===== config.mk =====
export PLATFORM = sky130hd
export DESIGN_NAME = sbg_top
export DESIGN_NICKNAME = d
export VERILOG_FILES = /design/src/sbg_pkg.sv /design/src/sbg_timer.sv /design/src/sbg_top.sv
export SDC_FILE = /design/constraint.sdc
export NUM_CORES = 1
export LEC_CHECK = 0
export ABC_CLOCK_PERIOD_IN_PS = 6200
export BUFFER_PORTS_ARGS = -buffer_cell sky130_fd_sc_hd__buf_2
export CAP_MARGIN = 25
export CORE_ASPECT_RATIO = 1.75
export CORE_MARGIN = 2
export CORE_UTILIZATION = 50
export CTS_BUF_LIST = sky130_fd_sc_hd__clkbuf_16
export CTS_CLUSTER_SIZE = 10
export DETAILED_ROUTE_END_ITERATION = 6
export HOLD_SLACK_MARGIN = 0.02
export PLACE_DENSITY = 0.76
export SLEW_MARGIN = 25
export SYNTH_ARGS = -nofsm -noshare
export SYNTH_HDL_FRONTEND = slang
export SYNTH_HIERARCHICAL = 1
export SYNTH_SLANG_ARGS = --single-unit

===== constraint.sdc =====
create_clock -name I_CLK -period 6.2 [get_ports I_CLK]
set_input_delay 0.31 -clock I_CLK [delete_from_list [all_inputs] [get_ports I_CLK]]
set_output_delay 0.31 -clock I_CLK [all_outputs]
set_load 0.05 [all_outputs]

===== src/sbg_pkg.sv =====
// Package: register map, field positions, reset values and shared types
package sbg_pkg;
   // Register byte addresses (one aligned word each)
   localparam logic [7:0] ADDR_BAUD_CONTROL = 8'h00;
   localparam logic [7:0] ADDR_DIV_LOW = 8'h04;
   localparam logic [7:0] ADDR_DIV_HIGH = 8'h08;
   localparam logic [7:0] ADDR_MODE_CTRL = 8'h0C;
   localparam logic [7:0] ADDR_RX_STATUS = 8'h10;
   // Baud control field positions
   localparam int BIT_AB_OVF = 7;
   localparam int BIT_RX_IDLE = 6;
   localparam int BIT_WIDE_DIV = 3;
   localparam int BIT_WAKEUP = 1;
   localparam int BIT_AB_EN = 0;
   // Mode control field positions
   localparam int BIT_SYNC = 0;
   localparam int BIT_HIGH_SPEED = 1;
   // Reset values
   localparam logic [7:0] RST_BAUD_CONTROL = 8'h40;
   localparam logic [15:0] RST_DIVISOR = 16'h0000;
   // Prescale counts (minus one) per mode
   localparam logic [5:0] PRE_64 = 6'h3F;
   localparam logic [5:0] PRE_16 = 6'h0F;
   localparam logic [5:0] PRE_4 = 6'h03;
   // AXI response codes
   localparam logic [1:0] RESP_OKAY = 2'h0;
   localparam logic [1:0] RESP_SLVERR = 2'h2;

   // Rate selection bits travelling together
   typedef struct packed {
      logic sync_mode;
      logic wide_div;
      logic high_speed;
   } sbg_mode_t;

   // Auto-baud measurement states, Gray along the path
   typedef enum logic [1:0] {
      AB_IDLE = 2'b00,
      AB_WAIT = 2'b01,
      AB_MEAS = 2'b11
   } sbg_ab_state_t;
endpackage


===== src/sbg_timer.sv =====
// Baud timer: prescaler plus 8/16-bit reload counter producing a tick
`timescale 1ns/1ps
module sbg_timer #(
   parameter int DIV_W = 16
) (
   input wire logic i_clk,
   input wire logic i_rst_n,
   input wire sbg_pkg::sbg_mode_t i_mode,
   input wire logic [DIV_W-1:0] i_divisor,
   input wire logic i_clear,
   output logic o_tick
);
   logic [5:0] pre_r;
   logic [5:0] pre_nxt;
   logic [DIV_W-1:0] cnt_r;
   logic [DIV_W-1:0] cnt_nxt;
   logic tick_nxt;
   logic [5:0] pre_top;
   logic [DIV_W-1:0] reload;

   // Prescale choice: sync ignores high-speed, async uses both bits
   always_comb begin
      if (i_mode.sync_mode) begin
         pre_top = sbg_pkg::PRE_4;
      end else if (!i_mode.wide_div && !i_mode.high_speed) begin
         pre_top = sbg_pkg::PRE_64;
      end else if (i_mode.wide_div && i_mode.high_speed) begin
         pre_top = sbg_pkg::PRE_4;
      end else begin
         pre_top = sbg_pkg::PRE_16;
      end
      // 8-bit mode uses only the low byte
      reload = i_mode.wide_div ? i_divisor : {{(DIV_W-8){1'b0}}, i_divisor[7:0]};
   end

   // Down counter reloads with n, so period is pre*(n+1)
   always_comb begin
      pre_nxt = pre_r;
      cnt_nxt = cnt_r;
      tick_nxt = 1'b0;
      if (i_clear) begin
         pre_nxt = 6'h00;
         cnt_nxt = reload;
      end else if (pre_r >= pre_top) begin
         pre_nxt = 6'h00;
         if (cnt_r == '0) begin
            cnt_nxt = reload;
            tick_nxt = 1'b1;
         end else begin
            cnt_nxt = cnt_r - 1'b1;
         end
      end else begin
         pre_nxt = pre_r + 6'h01;
      end
   end

   always_ff @(posedge i_clk or negedge i_rst_n) begin
      if (!i_rst_n) begin
         pre_r <= 6'h00;
         cnt_r <= '0;
         o_tick <= 1'b0;
      end else begin
         pre_r <= pre_nxt;
         cnt_r <= cnt_nxt;
         o_tick <= tick_nxt;
      end
   end
endmodule


===== src/sbg_top.sv =====
// Baud rate generator top: AXI4-Lite registers, auto-baud, wake-up and idle
`timescale 1ns/1ps
// Contract
// - Timer is 8-bit, 16-bit when selected
// - Divisor byte pair sets timer period
// - Async multiplier from high-speed and wide bits
// - Sync mode ignores high-speed select
// - Divisor write clears timer immediately
// - 8-bit async low speed divides 64(n+1)
// - Bit 6 receiver idle flag, resets one
// - n is high:low in 16-bit mode, low byte alone in 8-bit; sync divides 4(n+1)
module sbg_top #(
   parameter int DIV_W = 16,
   parameter int AW = 8
) (
   input wire logic I_CLK,
   input wire logic I_RST_N,
   input wire logic [AW-1:0] I_AWADDR,
   input wire logic I_AWVALID,
   output logic O_AWREADY,
   input wire logic [31:0] I_WDATA,
   input wire logic [3:0] I_WSTRB,
   input wire logic I_WVALID,
   output logic O_WREADY,
   output logic [1:0] O_BRESP,
   output logic O_BVALID,
   input wire logic I_BREADY,
   input wire logic [AW-1:0] I_ARADDR,
   input wire logic I_ARVALID,
   output logic O_ARREADY,
   output logic [31:0] O_RDATA,
   output logic [1:0] O_RRESP,
   output logic O_RVALID,
   input wire logic I_RREADY,
   input wire logic I_RX_LINE,
   input wire logic I_RX_BUSY,
   input wire logic I_RX_DONE,
   output logic O_BAUD_TICK,
   output logic O_RX_WAKE_ARMED
);
   // Register state
   logic wide_r, wide_nxt, wake_r, wake_nxt, abd_en_r, abd_en_nxt;
   logic ovf_r, ovf_nxt, idle_r, idle_nxt, sync_r, sync_nxt;
   logic hs_r, hs_nxt, rcv_flag_r, rcv_flag_nxt;
   logic [DIV_W-1:0] div_r, div_nxt;
   logic div_wr, rx_q_r, tick;
   sbg_pkg::sbg_ab_state_t ab_r, ab_nxt;
   logic [DIV_W-1:0] ab_cnt_r, ab_cnt_nxt;
   logic [2:0] ab_edges_r, ab_edges_nxt;
   // Bus state
   logic aw_r, aw_nxt, w_r, w_nxt, bv_r, bv_nxt, rv_r, rv_nxt;
   logic [AW-1:0] awa_r, awa_nxt;
   logic [31:0] wd_r, wd_nxt, rd_r, rd_nxt;
   logic [3:0] ws_r, ws_nxt;
   logic [1:0] br_r, br_nxt, rr_r, rr_nxt;
   logic wr_go, rd_go, fall, awrdy_r, awrdy_nxt, wrdy_r, wrdy_nxt, arrdy_r, arrdy_nxt;
   sbg_pkg::sbg_mode_t mode;

   assign mode = '{sync_mode: sync_r, wide_div: wide_r, high_speed: hs_r};
   assign fall = rx_q_r && !I_RX_LINE;

   sbg_timer #(.DIV_W(DIV_W)) u_timer (
      .i_clk(I_CLK),
      .i_rst_n(I_RST_N),
      .i_mode(mode),
      .i_divisor(div_nxt), // the clearing write reloads the new value
      .i_clear(div_wr),
      .o_tick(tick)
   );

   // Address decode shared by read and write paths
   function automatic logic is_mapped(input logic [AW-1:0] a);
      return a == sbg_pkg::ADDR_BAUD_CONTROL || a == sbg_pkg::ADDR_DIV_LOW ||
         a == sbg_pkg::ADDR_DIV_HIGH || a == sbg_pkg::ADDR_MODE_CTRL ||
         a == sbg_pkg::ADDR_RX_STATUS;
   endfunction

   // Write channel capture: address and data accepted in either order
   always_comb begin
      aw_nxt = aw_r;
      awa_nxt = awa_r;
      w_nxt = w_r;
      wd_nxt = wd_r;
      ws_nxt = ws_r;
      bv_nxt = bv_r;
      br_nxt = br_r;
      if (I_AWVALID && !aw_r && !bv_r) begin
         aw_nxt = 1'b1;
         awa_nxt = I_AWADDR;
      end
      if (I_WVALID && !w_r && !bv_r) begin
         w_nxt = 1'b1;
         wd_nxt = I_WDATA;
         ws_nxt = I_WSTRB;
      end
      if (wr_go) begin
         aw_nxt = 1'b0;
         w_nxt = 1'b0;
         bv_nxt = 1'b1;
         br_nxt = is_mapped(awa_r) ? sbg_pkg::RESP_OKAY : sbg_pkg::RESP_SLVERR;
      end else if (bv_r && I_BREADY) begin
         bv_nxt = 1'b0;
      end
      awrdy_nxt = !aw_nxt && !bv_nxt;
      wrdy_nxt = !w_nxt && !bv_nxt;
   end
   assign wr_go = aw_r && w_r && !bv_r;

   // Read channel: data registered one cycle after address
   always_comb begin
      rv_nxt = rv_r;
      rd_nxt = rd_r;
      rr_nxt = rr_r;
      if (rd_go) begin
         rv_nxt = 1'b1;
         rr_nxt = is_mapped(I_ARADDR) ? sbg_pkg::RESP_OKAY : sbg_pkg::RESP_SLVERR;
         unique case (I_ARADDR)
            sbg_pkg::ADDR_BAUD_CONTROL: rd_nxt = {24'h0, ovf_r, idle_r, 2'b00, wide_r,
               1'b0, wake_r, abd_en_r};
            sbg_pkg::ADDR_DIV_LOW: rd_nxt = {24'h0, div_r[7:0]};
            sbg_pkg::ADDR_DIV_HIGH: rd_nxt = {24'h0, div_r[DIV_W-1:8]};
            sbg_pkg::ADDR_MODE_CTRL: rd_nxt = {30'h0, hs_r, sync_r};
            sbg_pkg::ADDR_RX_STATUS: rd_nxt = {31'h0, rcv_flag_r};
            default: rd_nxt = 32'h0;
         endcase
      end else if (rv_r && I_RREADY) begin
         rv_nxt = 1'b0;
      end
      arrdy_nxt = !rv_nxt;
   end
   assign rd_go = I_ARVALID && !rv_r;

   // Register updates; hardware sets win over software clears
   always_comb begin
      wide_nxt = wide_r;
      wake_nxt = wake_r;
      abd_en_nxt = abd_en_r;
      ovf_nxt = ovf_r;
      sync_nxt = sync_r;
      hs_nxt = hs_r;
      div_nxt = div_r;
      rcv_flag_nxt = rcv_flag_r;
      div_wr = 1'b0;
      idle_nxt = sync_r ? 1'b1 : !I_RX_BUSY;
      if (wr_go && ws_r[0]) begin
         unique case (awa_r)
            sbg_pkg::ADDR_BAUD_CONTROL: begin
               wide_nxt = wd_r[sbg_pkg::BIT_WIDE_DIV];
               wake_nxt = wd_r[sbg_pkg::BIT_WAKEUP];
               abd_en_nxt = wd_r[sbg_pkg::BIT_AB_EN] && !sync_r;
               if (wd_r[sbg_pkg::BIT_AB_EN]) begin
                  ovf_nxt = 1'b0;
               end
            end
            sbg_pkg::ADDR_DIV_LOW: begin
               div_nxt[7:0] = wd_r[7:0];
               div_wr = 1'b1;
            end
            sbg_pkg::ADDR_DIV_HIGH: begin
               div_nxt[DIV_W-1:8] = wd_r[DIV_W-9:0];
               div_wr = 1'b1;
            end
            sbg_pkg::ADDR_MODE_CTRL: begin
               sync_nxt = wd_r[sbg_pkg::BIT_SYNC];
               hs_nxt = wd_r[sbg_pkg::BIT_HIGH_SPEED];
            end
            sbg_pkg::ADDR_RX_STATUS: rcv_flag_nxt = rcv_flag_r && !wd_r[0];
            default: ;
         endcase
      end
      // Received byte raises the flag and ends the wake-up wait
      if (I_RX_DONE) begin
         rcv_flag_nxt = 1'b1;
         wake_nxt = 1'b0;
      end
      if (ab_r == sbg_pkg::AB_MEAS && ab_edges_nxt == 3'h5) begin
         abd_en_nxt = 1'b0;
         div_nxt = ab_cnt_r;
      end
      if (ab_r == sbg_pkg::AB_MEAS && ab_cnt_r == '1) begin
         ovf_nxt = 1'b1;
         abd_en_nxt = 1'b0;
      end
   end

   // Auto-baud: count prescaled ticks from the first falling edge to the sixth
   always_comb begin
      ab_nxt = ab_r;
      ab_cnt_nxt = ab_cnt_r;
      ab_edges_nxt = ab_edges_r;
      unique case (ab_r)
         sbg_pkg::AB_IDLE: begin
            if (abd_en_r) begin
               ab_nxt = sbg_pkg::AB_WAIT;
            end
         end
         sbg_pkg::AB_WAIT: begin
            ab_cnt_nxt = '0;
            ab_edges_nxt = 3'h0;
            if (!abd_en_r) begin
               ab_nxt = sbg_pkg::AB_IDLE;
            end else if (fall) begin
               ab_nxt = sbg_pkg::AB_MEAS;
            end
         end
         sbg_pkg::AB_MEAS: begin
            if (tick && ab_cnt_r != '1) begin
               ab_cnt_nxt = ab_cnt_r + 1'b1;
            end
            if (fall) begin
               ab_edges_nxt = ab_edges_r + 3'h1;
            end
            if (ab_edges_nxt == 3'h5 || ab_cnt_r == '1 || !abd_en_r) begin
               ab_nxt = sbg_pkg::AB_IDLE;
            end
         end
         default: ab_nxt = sbg_pkg::AB_IDLE;
      endcase
   end

   // Registers; reset leaves 8-bit mode, idle flag high
   always_ff @(posedge I_CLK or negedge I_RST_N) begin
      if (!I_RST_N) begin
         wide_r <= 1'b0;
         wake_r <= 1'b0;
         abd_en_r <= 1'b0;
         ovf_r <= 1'b0;
         idle_r <= sbg_pkg::RST_BAUD_CONTROL[sbg_pkg::BIT_RX_IDLE];
         sync_r <= 1'b0;
         hs_r <= 1'b0;
         rcv_flag_r <= 1'b0;
         div_r <= sbg_pkg::RST_DIVISOR;
         rx_q_r <= 1'b1;
         ab_r <= sbg_pkg::AB_IDLE;
         ab_cnt_r <= '0;
         ab_edges_r <= 3'h0;
         aw_r <= 1'b0;
         awa_r <= '0;
         w_r <= 1'b0;
         wd_r <= 32'h0;
         ws_r <= 4'h0;
         bv_r <= 1'b0;
         br_r <= 2'h0;
         rv_r <= 1'b0;
         rd_r <= 32'h0;
         rr_r <= 2'h0;
         awrdy_r <= 1'b1;
         wrdy_r <= 1'b1;
         arrdy_r <= 1'b1;
      end else begin
         wide_r <= wide_nxt;
         wake_r <= wake_nxt;
         abd_en_r <= abd_en_nxt;
         ovf_r <= ovf_nxt;
         idle_r <= idle_nxt;
         sync_r <= sync_nxt;
         hs_r <= hs_nxt;
         rcv_flag_r <= rcv_flag_nxt;
         div_r <= div_nxt;
         rx_q_r <= I_RX_LINE;
         ab_r <= ab_nxt;
         ab_cnt_r <= ab_cnt_nxt;
         ab_edges_r <= ab_edges_nxt;
         aw_r <= aw_nxt;
         awa_r <= awa_nxt;
         w_r <= w_nxt;
         wd_r <= wd_nxt;
         ws_r <= ws_nxt;
         bv_r <= bv_nxt;
         br_r <= br_nxt;
         rv_r <= rv_nxt;
         rd_r <= rd_nxt;
         rr_r <= rr_nxt;
         awrdy_r <= awrdy_nxt;
         wrdy_r <= wrdy_nxt;
         arrdy_r <= arrdy_nxt;
      end
   end

   // Ready flags are registered states; ready is high while slot free
   assign O_AWREADY = awrdy_r;
   assign O_WREADY = wrdy_r;
   assign O_ARREADY = arrdy_r;
   assign O_BVALID = bv_r;
   assign O_BRESP = br_r;
   assign O_RVALID = rv_r;
   assign O_RDATA = rd_r;
   assign O_RRESP = rr_r;
   assign O_BAUD_TICK = tick;
   // Wake-up armed: receiver waits for falling edge while set
   assign O_RX_WAKE_ARMED = wake_r;
endmodule


# --- Word level (Yosys, flattened, before mapping) ---
# Index checks and enable logic that the tools add are counted.
op_classes:
  addsub: 4
  n_lt_le_gt_ge: 1
  n_eq_ne: 18
  muxes: 54
  reduce_logical: 68
op_table:
  columns: ["op", "n"]
  rows:
  - ["$mux 16", 7]
  - ["$pmux 8 s5", 1]
  - ["$eq 8x4->1 const B", 4]
  - ["$pmux 16 s2", 1]
  - ["$mux 1", 28]
  - ["$mux 6", 4]
  - ["$logic_and 1x1->1", 20]
  - ["$add 16x1->16 const B", 1]
  - ["$eq 16x16->1 const B", 1]
  - ["$eq 8x3->1 const B", 2]
  - ["$eq 8x5->1 const B", 2]
  - ["$logic_not 16->1", 1]
  - ["$logic_not 8->1", 2]
  - ["$mux 8", 2]
  - ["$ne 16x16->1 const B", 1]
  - ["$reduce_bool 2->1", 8]
  - ["$sub 16x1->16 const B", 1]
  - ["$logic_not 1->1", 15]
  - ["$mux 2", 6]
  - ["$reduce_and 2->1", 6]
  - ["$logic_or 1x1->1", 10]
  - ["$add 6x1->6 const B", 1]
  - ["$eq 3x3->1 const B", 2]
  - ["$ge 6x6->1", 1]
  - ["other kinds (14)", 18]
totals:
  reg_bits: 129
  inputBits: 62
  wordCells: 174

# --- Depth between registers and ports, before layout ---
# Gate-level depths: netlist (run 1).
logic_depth:
  ltp_word: 12
  depth_mapped: 10
  mapped_depth_nobuf: 8

# --- Cells and area by module ---
# Netlist (run 1), hierarchy kept.
modules_own_cells:
  columns: ["module", "instances", "cells_per_inst", "area_per_inst_um2"]
  rows:
  - ["sbg_top", 1, 385, 4172.8]
  - ["sbg_timer", 1, 168, 1521.5]

# --- Worst setup path after synthesis (run 1) ---
# OpenSTA, ideal clock, no wires.
synth_timing:
  path_type: "flip-flop to flip-flop"
  from: "register bv_r (netlist: O_BVALID)"
  to: "register u_timer.cnt_r[6]"
  setup_time_ns: 0.121
  arrival_time_ns: 2.817
  required_ns: 6.079
  slack_ns: 3.262
  stages_incl_launch_ff: 7
  cell_sequence: "dfrtp_1 or4b_4 nor4_4 mux2_1 mux2_1 mux2_1 o22a_1"
synth_between:
  elab_chain_len: 9
  elab_cells_between_ends: 11
  classes_between: "mux: 7; reduce/logical: 4"
synth_lines:
  columns: ["element", "line", "source"]
  rows:
  - ["start, declared", "sbg_top.sv:51", "logic aw_r, aw_nxt, w_r, w_nxt, bv_r, bv_nxt, rv_r, rv_nxt;"]
  - ["start signal, assigned", "sbg_top.sv:269", "bv_r <= bv_nxt;"]
  - ["$logic_not 1->1 (*)", "sbg_top.sv:107", "assign wr_go = aw_r && w_r && !bv_r;"]
  - ["$logic_and 1x1->1 (*)", "sbg_top.sv:107", null]
  - ["$logic_and 1x1->1 (*)", "sbg_top.sv:145", "if (wr_go && ws_r[0]) begin"]
  - ["$mux 16 (*)", "sbg_top.sv:145", null]
  - ["$mux 16 (*)", "sbg_top.sv:176", "if (ab_r == sbg_pkg::AB_MEAS && ab_edges_nxt == 3'h5) begin"]
  - ["net div_nxt[6]", "sbg_top.sv:45", "logic [DIV_W-1:0] div_r, div_nxt;"]
  - ["$mux 16 (*)", "sbg_timer.sv:33", "reload = i_mode.wide_div ? i_divisor : {{(DIV_W-8){1'b0}}, i_divisor[7:0]};"]
  - ["$mux 16", "sbg_timer.sv:46", "if (cnt_r == '0) begin"]
  - ["$mux 16", "sbg_timer.sv:44", "end else if (pre_r >= pre_top) begin"]
  - ["$mux 16 (*)", "sbg_timer.sv:41", "if (i_clear) begin"]
  - ["end signal, assigned", "sbg_timer.sv:64", "cnt_r <= cnt_nxt;"]
  - ["end, declared", "sbg_timer.sv:15", "logic [DIV_W-1:0] cnt_r;"]
# Mark *: on every way through the listed nets, which the timed path passes. The rest lies on a longest branch. The select of a mux whose other input is x is not followed.
# A chain may end at the register's enable or synchronous reset.

# --- Final worst setup path (run 1) ---
layout_timing:
  from: "register awa_r[1]"
  to: "register u_timer.cnt_r[6]"
layout_between:
  elab_chain_len: 8
  elab_cells_between_ends: 13
  classes_between: "eq/ne: 2; mux: 9; reduce/logical: 2"
layout_lines:
  columns: ["element", "line", "source"]
  rows:
  - ["start, declared", "sbg_top.sv:52", "logic [AW-1:0] awa_r, awa_nxt;"]
  - ["start signal, assigned", "sbg_top.sv:265", "awa_r <= awa_nxt;"]
  - ["$eq 8x3->1 (*)", "sbg_top.sv:146", "unique case (awa_r)"]
  - ["$mux 8 (*)", "sbg_top.sv:146", null]
  - ["$mux 16 (*)", "sbg_top.sv:145", null]
  - ["$mux 16 (*)", "sbg_top.sv:176", null]
  - ["net div_nxt[6]", "sbg_top.sv:45", null]
  - ["$mux 16 (*)", "sbg_timer.sv:33", null]
  - ["$mux 16", "sbg_timer.sv:46", null]
  - ["$mux 16", "sbg_timer.sv:44", null]
  - ["$mux 16 (*)", "sbg_timer.sv:41", null]
# Marked as above.

==> results of run 1 <==
[where the power goes]
group          switching [µW]  internal, µW
combinational             325           207
sequential                143           807
clock                     267           318
[cells in the mapped netlist (11+ instances only)]
library cell,n
nand4_1,11
o21ai_0,18
inv_1,18
mux2_2,16
nand2_1,39
or4_1,13
mux2_1,28
dfrtp_1,98
o31ai_1,11
mux2i_1,18
nand3_1,20
nor2_1,33
buf_4,26
a21oi_1,30
clkbuf_1,20
[flip-flops by register name, indices dropped and copies added, names as in the netlist, 2 cells and up]
signal and flops:
awa_r 8, wd_r 8, u_timer/pre_r 6, O_RDATA 8
div_r 16, ab_edges_r 3, u_timer/cnt_r 16, ab_cnt_r 16
ab_r 2
[metrics by stage]
stage               setup slack [ns]  cell area [µm²]  hold WS (ns)  total power (µW)
finish                          3.19             6270        0.0675              2070
global route                    3.07             6270        0.0768              2170
CTS                             3.16             6250        0.0656              2070
detailed placement              3.17             5940         0.317              1490
global placement                3.25             5940         0.309              1460
floorplan                       3.26             5790        0.0144              1340
[kinds of logic after synthesis]
| family | after synthesis | synth area share |
|---|---|---|
| DFF | 103 | 0.454 |
| muxes | 64 | 0.127 |
| and+or+nand+nor | 188 | 0.191 |
| other | 1 | 0.000659 |
| adders and majority gates | 9 | 0.0198 |
| AOI/OAI and AO/OA | 115 | 0.136 |
| xor gates and xnor gates | 5 | 0.00769 |
| buffers and inverters | 68 | 0.0648 |
[path summary, 6_finish.rpt]
| check | slack (ns) | cells after the start | start | end |
|---|---|---|---|---|
| worst min register to register | 0.48 | 2 | O_RDATA[5] | O_RDATA[5] |
| worst max-delay path | 3.19 | 6 | awa_r[1] | u_timer/cnt_r[6] |
| min in group asynchronous | 0.46 | 2 | I_RST_N | u_timer/cnt_r[12] |
| worst max register to register | 3.19 | 6 | awa_r[1] | u_timer/cnt_r[6] |
| worst min-delay path | 0.07 | 1 | I_RX_LINE | rx_q_r |
| max in group asynchronous | 4.52 | 3 | I_RST_N | ab_cnt_r[7] |
[layer usage]
metal  wire, µm  up-vias  track usage  share of wire
met5          0        -            0              0
met1       5090     2183        0.245           0.37
met3        552       38       0.0307          0.040
met4        633        0        0.129          0.046
met2       7450      163        0.418           0.54
li1           -     2092            -              -
[timing repair]
action,in CTS,in global routing
hold buffers,1,0
setup buffers,0,0
hold endpoints to repair,36,0
[layout by cell type, fill, tap and decap left out, types with 6 or more instances in the layout]
| cell type | instances |
|---|---|
| nor3_1 | 9 |
| conb_1 | 26 |
| mux2_2 | 16 |
| nand2_1 | 39 |
| o21ai_0 | 18 |
| nor2b_1 | 7 |
| or4_1 | 13 |
| nor4_1 | 6 |
| nand2b_1 | 7 |
| a21o_1 | 6 |
| mux2i_1 | 18 |
| ha_1 | 9 |
| nand4_1 | 11 |
| mux2_1 | 28 |
| dfrtp_1 | 98 |
| and3_1 | 7 |
| inv_1 | 18 |
| nor2_1 | 33 |
| clkbuf_16 | 9 |
| a22oi_1 | 7 |
| nand3_1 | 20 |
| a21oi_1 | 30 |
| o31ai_1 | 11 |
| or3_1 | 7 |
| buf_2 | 50 |
[cell type report]
cell class / instances / area, µm² / share of cell area
tap: 132 / 165 / 0.0264
clock buffer: 9 / 225 / 0.0359
clock inverter: 7 / 78.8 / 0.0126
inverter: 19 / 71.3 / 0.0114
sequential: 103 / 2580 / 0.412
multi-input combinational: 407 / 2850 / 0.455
timing repair buffer: 55 / 290 / 0.0463
==> out/qor.yml, run 1 <==
run_status:
  status: "finished, final reports clean"
place:
  gp_congestion: 0.876
  portBuffers: 51
  dp.cells: 715
  dpl.hpwl_um: 10100
synthesis:
  netlist.area_leader.share: 0.431
  yosys_warnings: 6
  synth_edf_count: 0
  ys_ff_latch: 103
  syn_area_per_cell_um2: 10.3
  ys_seq_area_frac: 0.454
  syn_inst: 553
  ys.flop_type: "dfrtp_1"
  synth_area_leader_cell: "dfrtp_1"
  netlist_area_mm2: 0.00569
  synthArstFlopShare: 1.00
  synth_area_leaders: "dfrtp_1 43%, mux2_1 5.5%, buf_4 3.4%, mux2i_1 3.2%, mux2_2 3.2%"
  ys_types: 66
worst_setup_path:
  crit_chain: "or4b_4 > nor4_4 > mux2_1 > mux2_1 > mux2_1 > o22a_1"
  worst_path_most_repeated_cell: "mux2_1"
  cp-start-kind: "register"
  crit_arrival_ns: 3.26
  path_class: "reg2reg"
  cp_top_family: "simple AND/OR/NAND/NOR gates"
  cp_max_fo: 8
  max_stage_delay_ns: 0.69
  worstPathRequired_ns: 6.44
  slowest_stage: "nor4_4"
  endpoint_kind: "register"
  path_buf_inv: 0
floorplan:
  ios: 105
  num_rows: 51
  coreArea_mm2: 0.0111
  die_h_um: 145
  fp.dieArea_mm2: 0.0123
  start_util: 0.513
  die-width_um: 84.7
drt:
  drt-pass1-iter-count: 5
  avgViaCountPerCell: 6.11
  num_vias: 4476
  ant_nets: 0
  initialDrtViolationCount: 282
  drc_errors: 0
  routedWlPerCell_um: 18.8
  finalWirelength_um: 13700
pwr:
  cellLeakagePower_uw: 0.00284
  power_density_mw_per_mm2: 330
  peakVddDrop_uv: 296
finish:
  final_cell_count_no_fill: 732
  finish.utilization: 0.564
  num-fill-cells: 958
  drive_gt1_frac: 0.183
  area_growth_pct: 10.0
  diodes: 0
  final_nets: 666
global_route:
  grt_overflow: 0
  first_global_vias: 4508
  grt_pass1_wl_um: 22400
  antenna_found_initial: 0
  grt_max_degree: 65
  track_usage: 0.228
sta:
  worst_slew_pin_slew_ns: 0.987
  fin_crit_ns: 3.01
  tns_ns: 0
  hold_viol_final: 0
  max_freq_mhz: 332
  fin_crit_sh: 0.486
  finClkSkew_ns: 0.00989
  slew_headroom: 0.340
  slew_violations: 0
  setup_viol_count_final: 0
  rsz0062_at_grt: "false"
clock_tree:
  clk_pin_slew_ns: 0.07
  cts_root_buf: "clkbuf_16"
  ctsResizeCount: 0
  clk_path_buf_depth: 2
  cts_tree: "built"
  htree_levels: 3
  numClockSinks: 103
  cts_made_buffers: 9
  clk_latency_ns: 0.36
worst_hold_path:
  min_path_type: "in2reg"
job:
  max-cap-violations: 0
Note: power is estimated with default switching activity, not from simulation.
==> inputs of run 2 (changes only) <==
ABC_CLOCK_PERIOD_IN_PS = 2850   (was 6200)
clock period = 2.85 ns   (was 6.2 ns; I/O delays follow)
==> out/qor.yml, run 2 (same netlist as run 1, synthesis figures left out) <==
finish:
  final_nets: 698  # +4.8%
  final_common_cell: "dfrtp_1"
  diodes: 0  # unchanged
  drive_gt1_frac: 0.209  # +0.0255
  area_growth_pct: 14.3
  reg_top3: "ab_cnt_r x16, div_r x16, u_timer/cnt_r x16"
  num-fill-cells: 951  # -0.73%
  final_cell_mix: "97 x dfrtp_1, 50 x buf_2, 39 x nand2_1"
  finish.instance_area_mm2: 0.00651  # +3.9%
clock_tree:
  clk_latency_ns: 0.35  # about the same
  numClockSinks: 103  # unchanged
  cts_root_buf: "clkbuf_16"
  cts_made_buffers: 9  # unchanged
  clk_pin_slew_ns: 0.08  # about the same
  htree_levels: 3  # unchanged
  cts_tree: "built"
  clk_path_buf_depth: 2  # unchanged
floorplan:
  ios: 105  # unchanged
  coreArea_mm2: 0.0111  # unchanged
  die_h_um: 145  # unchanged
  num_rows: 51  # unchanged
  fp.dieArea_mm2: 0.0123  # unchanged
  die-width_um: 84.7  # unchanged
  start_util: 0.513  # unchanged
worst_hold_path:
  min_to: "wd_r[5]"
  holdPathStages: 2  # +1
  min_path_type: "in2reg"
  holdCritStartpoint: "I_WDATA[5]"
place:
  gp_congestion: 0.857  # -2.2%
  portBuffers: 51  # unchanged
  dpl_cell_area_mm2: 0.00611  # +2.9%
  dpl.hpwl_um: 10700  # +6.5%
  pre_cts_ws_ns: 0.126  # -3.05 ns
sta:
  finClkSkew_ns: 0.0101  # +0.000210 ns
  slew_headroom: 0.391  # +0.0507
  holdWs_ns: 0.0221  # -0.0454 ns
  fin_crit_ns: 2.76  # -0.251 ns
  hold_viol_final: 0  # unchanged
  fin_crit_sh: 0.969  # +0.483
  layout_setup_ws_ns: 0.0872  # -3.10 ns
  max_freq_mhz: 362  # +9.1%
  setup_viol_count_final: 0  # unchanged
  worst_slew_pin_slew_ns: 0.913  # -0.0741 ns
  slew_violations: 0  # unchanged
  tns_ns: 0  # unchanged
worst_setup_path:
  cp-start-kind: "register"
  endpoint_kind: "register"
  cp_max_fo: 6  # -2
  crit_arrival_ns: 3.00  # -0.26 ns
  path_class: "reg2reg"
  worstPathRequired_ns: 3.09  # -3.35 ns
  r2r.worst_path.cells: 7  # +1
  r2r-end: "u_timer/cnt_r[6]"
  rr_startpoint: "O_BVALID"
  r2r_slack_ns: 0.09  # -3.10 ns
drt:
  finalWirelength_um: 14300  # +4.4%
  avgViaCountPerCell: 6.09  # -0.34%
  num_vias: 4656  # +4.0%
  drt-pass1-iter-count: 5  # unchanged
  routedWlPerCell_um: 18.8  # about the same
  ant_nets: 0  # unchanged
  initialDrtViolationCount: 292  # +3.5%
  drc_errors: 0  # unchanged
pwr:
  peakVddDrop_uv: 672  # +130%
  finalPower_uw: 4510  # +120%
  power_density_mw_per_mm2: 693  # +110%
  cellLeakagePower_uw: 0.00299  # +5.1%
global_route:
  grt_pass1_wl_um: 23300  # +3.9%
  antenna_found_initial: 0  # unchanged
  first_global_vias: 4728  # +4.9%
  track_usage: 0.236  # +0.00804
  grt_overflow: 0  # unchanged
  grt_max_degree: 60  # -7.7%
run_status:
  status: "finished, final reports clean"
job:
  max-cap-violations: 0  # unchanged
==> run 2: through the flow <==
stage | utilization | instances
after detailed placement | 0.550 | 736
after floorplan | - | 578
after global placement | 0.550 | 736
final | 0.586 | 764
after CTS | 0.585 | 762
after global routing | 0.586 | 764
==> run 2: worst max path at each step <==
| stage | from | to | slack (ns) |
|---|---|---|---|
| floorplan | O_BVALID | u_timer/cnt_r[6] | 0.09 |
| global placement | awa_r[7] | u_timer/cnt_r[0] | 0.17 |
| detailed placement | awa_r[7] | u_timer/cnt_r[0] | 0.13 |
| CTS | awa_r[7] | u_timer/cnt_r[0] | 0.06 |
| global route | O_BVALID | u_timer/cnt_r[6] | -0.002 |
| finish | O_BVALID | u_timer/cnt_r[6] | 0.09 |
==> run 2: power breakdown <==
group          leakage (µW)  switching [µW]  total, µW  internal [µW]
clock network      0.000132             584       1190            604
registers           0.00128             271       2030           1760
logic               0.00157             766       1300            530
total               0.00299            1620       4510           2890
==> run 2: repair_timing <==
item,CTS,global route
setup endpoints to repair,0,1
hold buffers,10,0
resized for setup,0,0
endpoints found under the hold margin,52,0
buffers inserted,0,2
==> run 2: worst max-delay path, stage by stage (launching register included) <==
cell and delay (ns):
dfrtp_2 0.45, or4b_4 0.58, nor4_4 0.33, buf_4 0.17, mux2_1 0.31, mux2_1 0.32
mux2_1 0.29, o22a_1 0.19
==> run 2: cell type report <==
type / instances / area (µm²) / area share
repair buffers: 87 / 566 / 0.0869
multi-input cells: 407 / 2840 / 0.436
clock buffers: 9 / 225 / 0.0346
flip-flops and latches: 103 / 2580 / 0.397
well taps: 132 / 165 / 0.0254
inverters: 19 / 71.3 / 0.0110
clock inverters: 7 / 56.3 / 0.00865
==> run 2: routing by layer <==
metal	share of wire	routed length, µm	up-vias	track usage
met4	0.035	505	0	0.112
met1	0.37	5330	2329	0.260
li1	-	-	2145	-
met5	0	0	-	0
met3	0.032	465	26	0.0273
met2	0.56	8030	156	0.440
==> inputs of run 3 (changes only) <==
ABC_CLOCK_PERIOD_IN_PS = 2500   (was 2850)
PLACE_DENSITY = 0.79   (was 0.76)
SYNTH_HIERARCHICAL = unset   (was 1)
clock period = 2.5 ns   (was 2.85 ns; I/O delays follow)
==> out/qor.yml, run 3 <==
run_status:
  status: "finished, final reports clean"
clock_tree:
  numClockSinks: 103  # unchanged
  htree_levels: 3  # unchanged
  cts_root_buf: "clkbuf_16"
  clk_pin_slew_ns: 0.07  # about the same
  cts_tree: "built"
  clk_latency_ns: 0.34  # about the same
  cts_made_buffers: 9  # unchanged
  post_cts_buffers: 0  # unchanged
  clk_path_buf_depth: 2  # unchanged
  ctsResizeCount: 0  # unchanged
worst_setup_path:
  path_class: "reg2reg"
  cp_top_family: "compound AO/OA/AOI/OAI gates"
  path_buf_inv: 1  # unchanged
  slowest_stage: "or3_1"
  cp-start-kind: "register"
  endpoint_kind: "register"
  max_stage_delay_ns: 0.41  # -0.17 ns
  crit_arrival_ns: 2.66  # -0.34 ns
  worstPathRequired_ns: 2.77  # -0.32 ns
  cp_max_fo: 9  # +3
  crit_chain: "or3_1 > ha_1 > a21o_1 > a221oi_4 > buf_4 > o31ai_4 > nand2_1 > o221a_1"
synthesis:
  yosys_warnings: 0  # -6
  syn_inst: 548  # -0.90%
  ys_types: 76  # +15%
  ys_ff_latch: 103  # unchanged
  synth_area_leaders: "dfrtp_1 44%, mux2_2 4.0%, buf_4 3.9%, mux2i_1 3.8%, nand2_1 3.4%"
  netlist_top_cells_count: "98 x dfrtp_1, 51 x nand2_1, 43 x nor2_1"
  ys.flop_type: "dfrtp_1"
  synthArstFlopShare: 1.00  # unchanged
  yosysMostFrequentCell: "dfrtp_1"
  ys_seq_area_frac: 0.464  # +0.00988
  netlist_area_mm2: 0.00557  # -2.1%
  synth_edf_count: 0  # unchanged
  syn_area_per_cell_um2: 10.2  # -1.2%
  synth_area_leader_cell: "dfrtp_1"
  netlist.area_leader.share: 0.440  # +0.00938
drt:
  routedWlPerCell_um: 17.8  # -5.0%
  finalWirelength_um: 13700  # -4.5%
  drt-pass1-iter-count: 4  # -1
  initialDrtViolationCount: 420  # +44%
  ant_nets: 0  # unchanged
  drc_errors: 0  # unchanged
  avgViaCountPerCell: 5.79  # -5.0%
  num_vias: 4446  # -4.5%
place:
  dpl.hpwl_um: 10200  # -4.7%
  portBuffers: 51  # unchanged
  gp_congestion: 0.906  # +5.8%
finish:
  diodes: 0  # unchanged
  final_cell_mix: "98 x dfrtp_1, 51 x nand2_1, 50 x buf_2"
  final_nets: 702  # +0.57%
  final_common_cell: "dfrtp_1"
  reg_top3: "ab_cnt_r x16, div_r x16, u_timer.cnt_r x16"
  finish.utilization: 0.586  # about the same
  area_growth_pct: 15.5
  drive_gt1_frac: 0.214  # +0.00498
sta:
  setup_viol_count_final: 0  # unchanged
  fin_crit_ns: 2.39  # -0.377 ns
  max_freq_mhz: 419  # +16%
  finClkSkew_ns: 0.00775  # -0.00235 ns
  rsz0062_at_grt: "false"
  tns_ns: 0  # unchanged
  slew_violations: 0  # unchanged
  slew_headroom: 0.522  # +0.131
  hold_viol_final: 0  # unchanged
  worst_slew_pin_slew_ns: 0.717  # -0.196 ns
  fin_crit_sh: 0.954  # -0.0152
job:
  max-cap-violations: 0  # unchanged
floorplan:
  fp.dieArea_mm2: 0.0120  # -2.1%
  die-width_um: 83.8  # -1.0%
  coreArea_mm2: 0.0110  # -1.1%
  ios: 105  # unchanged
  die_h_um: 144  # -1.0%
  start_util: 0.508  # -0.00509
  num_rows: 51  # unchanged
worst_hold_path:
  min_path_type: "in2reg"
global_route:
  grt_max_degree: 55  # -8.3%
  grt_overflow: 0  # unchanged
  grt_pass1_wl_um: 22300  # -4.0%
  antenna_found_initial: 0  # unchanged
  track_usage: 0.237  # +0.000617
  first_global_vias: 4510  # -4.6%
pwr:
  p_int_uw: 3590  # +24%
  switching_share: 0.380  # +0.0212
  p_comb_frac: 0.340  # +0.053
  p_sw_uw: 2200  # +36%
  cellLeakagePower_uw: 0.00288  # -3.6%
  p_clk_frac: 0.224  # -0.039
  power_frac_seq: 0.436  # -0.013
  peakVddDrop_uv: 467  # -30%
  power_density_mw_per_mm2: 900  # +30%
## run 3: cell families after synthesis
group	share of synthesized area
muxes	0.0903
and+or+nand+nor	0.205
buffers and inverters	0.0660
adders and majority gates	0.0202
xor gates and xnor gates	0.0236
AOI/OAI and AO/OA	0.131
other	0.000673
DFF	0.464
## run 3: area by class of cell
class | instances | area (µm²)
timing repair buffer | 93 | 638
clock inverter | 7 | 48.8
inverter | 15 | 56.3
tap | 132 | 165
fill | 927 | 4540
sequential | 103 | 2580
multi-input combinational | 409 | 2720
clock buffer | 9 | 225
## run 3: worst register-to-register path, delay by kind of cell, from the launching register on
family / cells / cell delay (ns)
AOI/OAI and AO/OA: 4 / 0.86
adders and majority gates: 1 / 0.31
buffers and inverters: 1 / 0.21
DFF: 1 / 0.37
and+or+nand+nor: 2 / 0.57
## run 3: per-stage QoR
stage	cells	total power (µW)	instance area [µm²]	worst slack [ns]	hold slack, ns
after floorplan	573	3910	5670	0.0119	-0.171
after global placement	731	4380	5950	0.124	0.205
after CTS	766	5790	6420	0.0902	0.0202
after global routing	768	6130	6440	0.000537	0.0451
after detailed placement	731	4470	5950	0.108	0.220
final	768	5790	6440	0.115	0.0512
## run 3: final timing paths
kind,startpoint,endpoint,slack [ns],cells after the start
min in group asynchronous,I_RST_N,awa_r[0],0.38,2
max,wide_r,u_timer.cnt_r[0],0.11,8
min reg2reg,u_timer.pre_r[0],u_timer.pre_r[0],0.47,1
max in group asynchronous,I_RST_N,idle_r,1.35,3
min,I_WDATA[7],wd_r[7],0.05,2
max reg2reg,wide_r,u_timer.cnt_r[0],0.11,8
## run 3: repair_timing
action / 4_1_cts / 5_1_grt
hold buffers: 19 / 2
hold endpoints to repair: 69 / 2
setup endpoints to repair: 0 / 4
## run 3: power by group through the flow
stage          combinational [µW]  sequential [µW]  clock (µW)
3_5_place_dp                 1930             2540           0
2_1_floorplan                1370             2540           0
5_1_grt                      2160             2580        1390
6_report                     1970             2530        1300
3_3_place_gp                 1870             2510           0
4_1_cts                      1960             2510        1320
## run 3: metal layers
| layer | vias to the layer above | global-route usage | routed length [µm] | share of wire |
|---|---|---|---|---|
| li1 | 2086 | - | - | - |
| met1 | 2178 | 0.245 | 4860 | 0.36 |
| met2 | 131 | 0.450 | 7620 | 0.56 |
| met3 | 51 | 0.0322 | 397 | 0.029 |
| met4 | 0 | 0.141 | 795 | 0.058 |
| met5 | - | 0 | 0 | 0 |
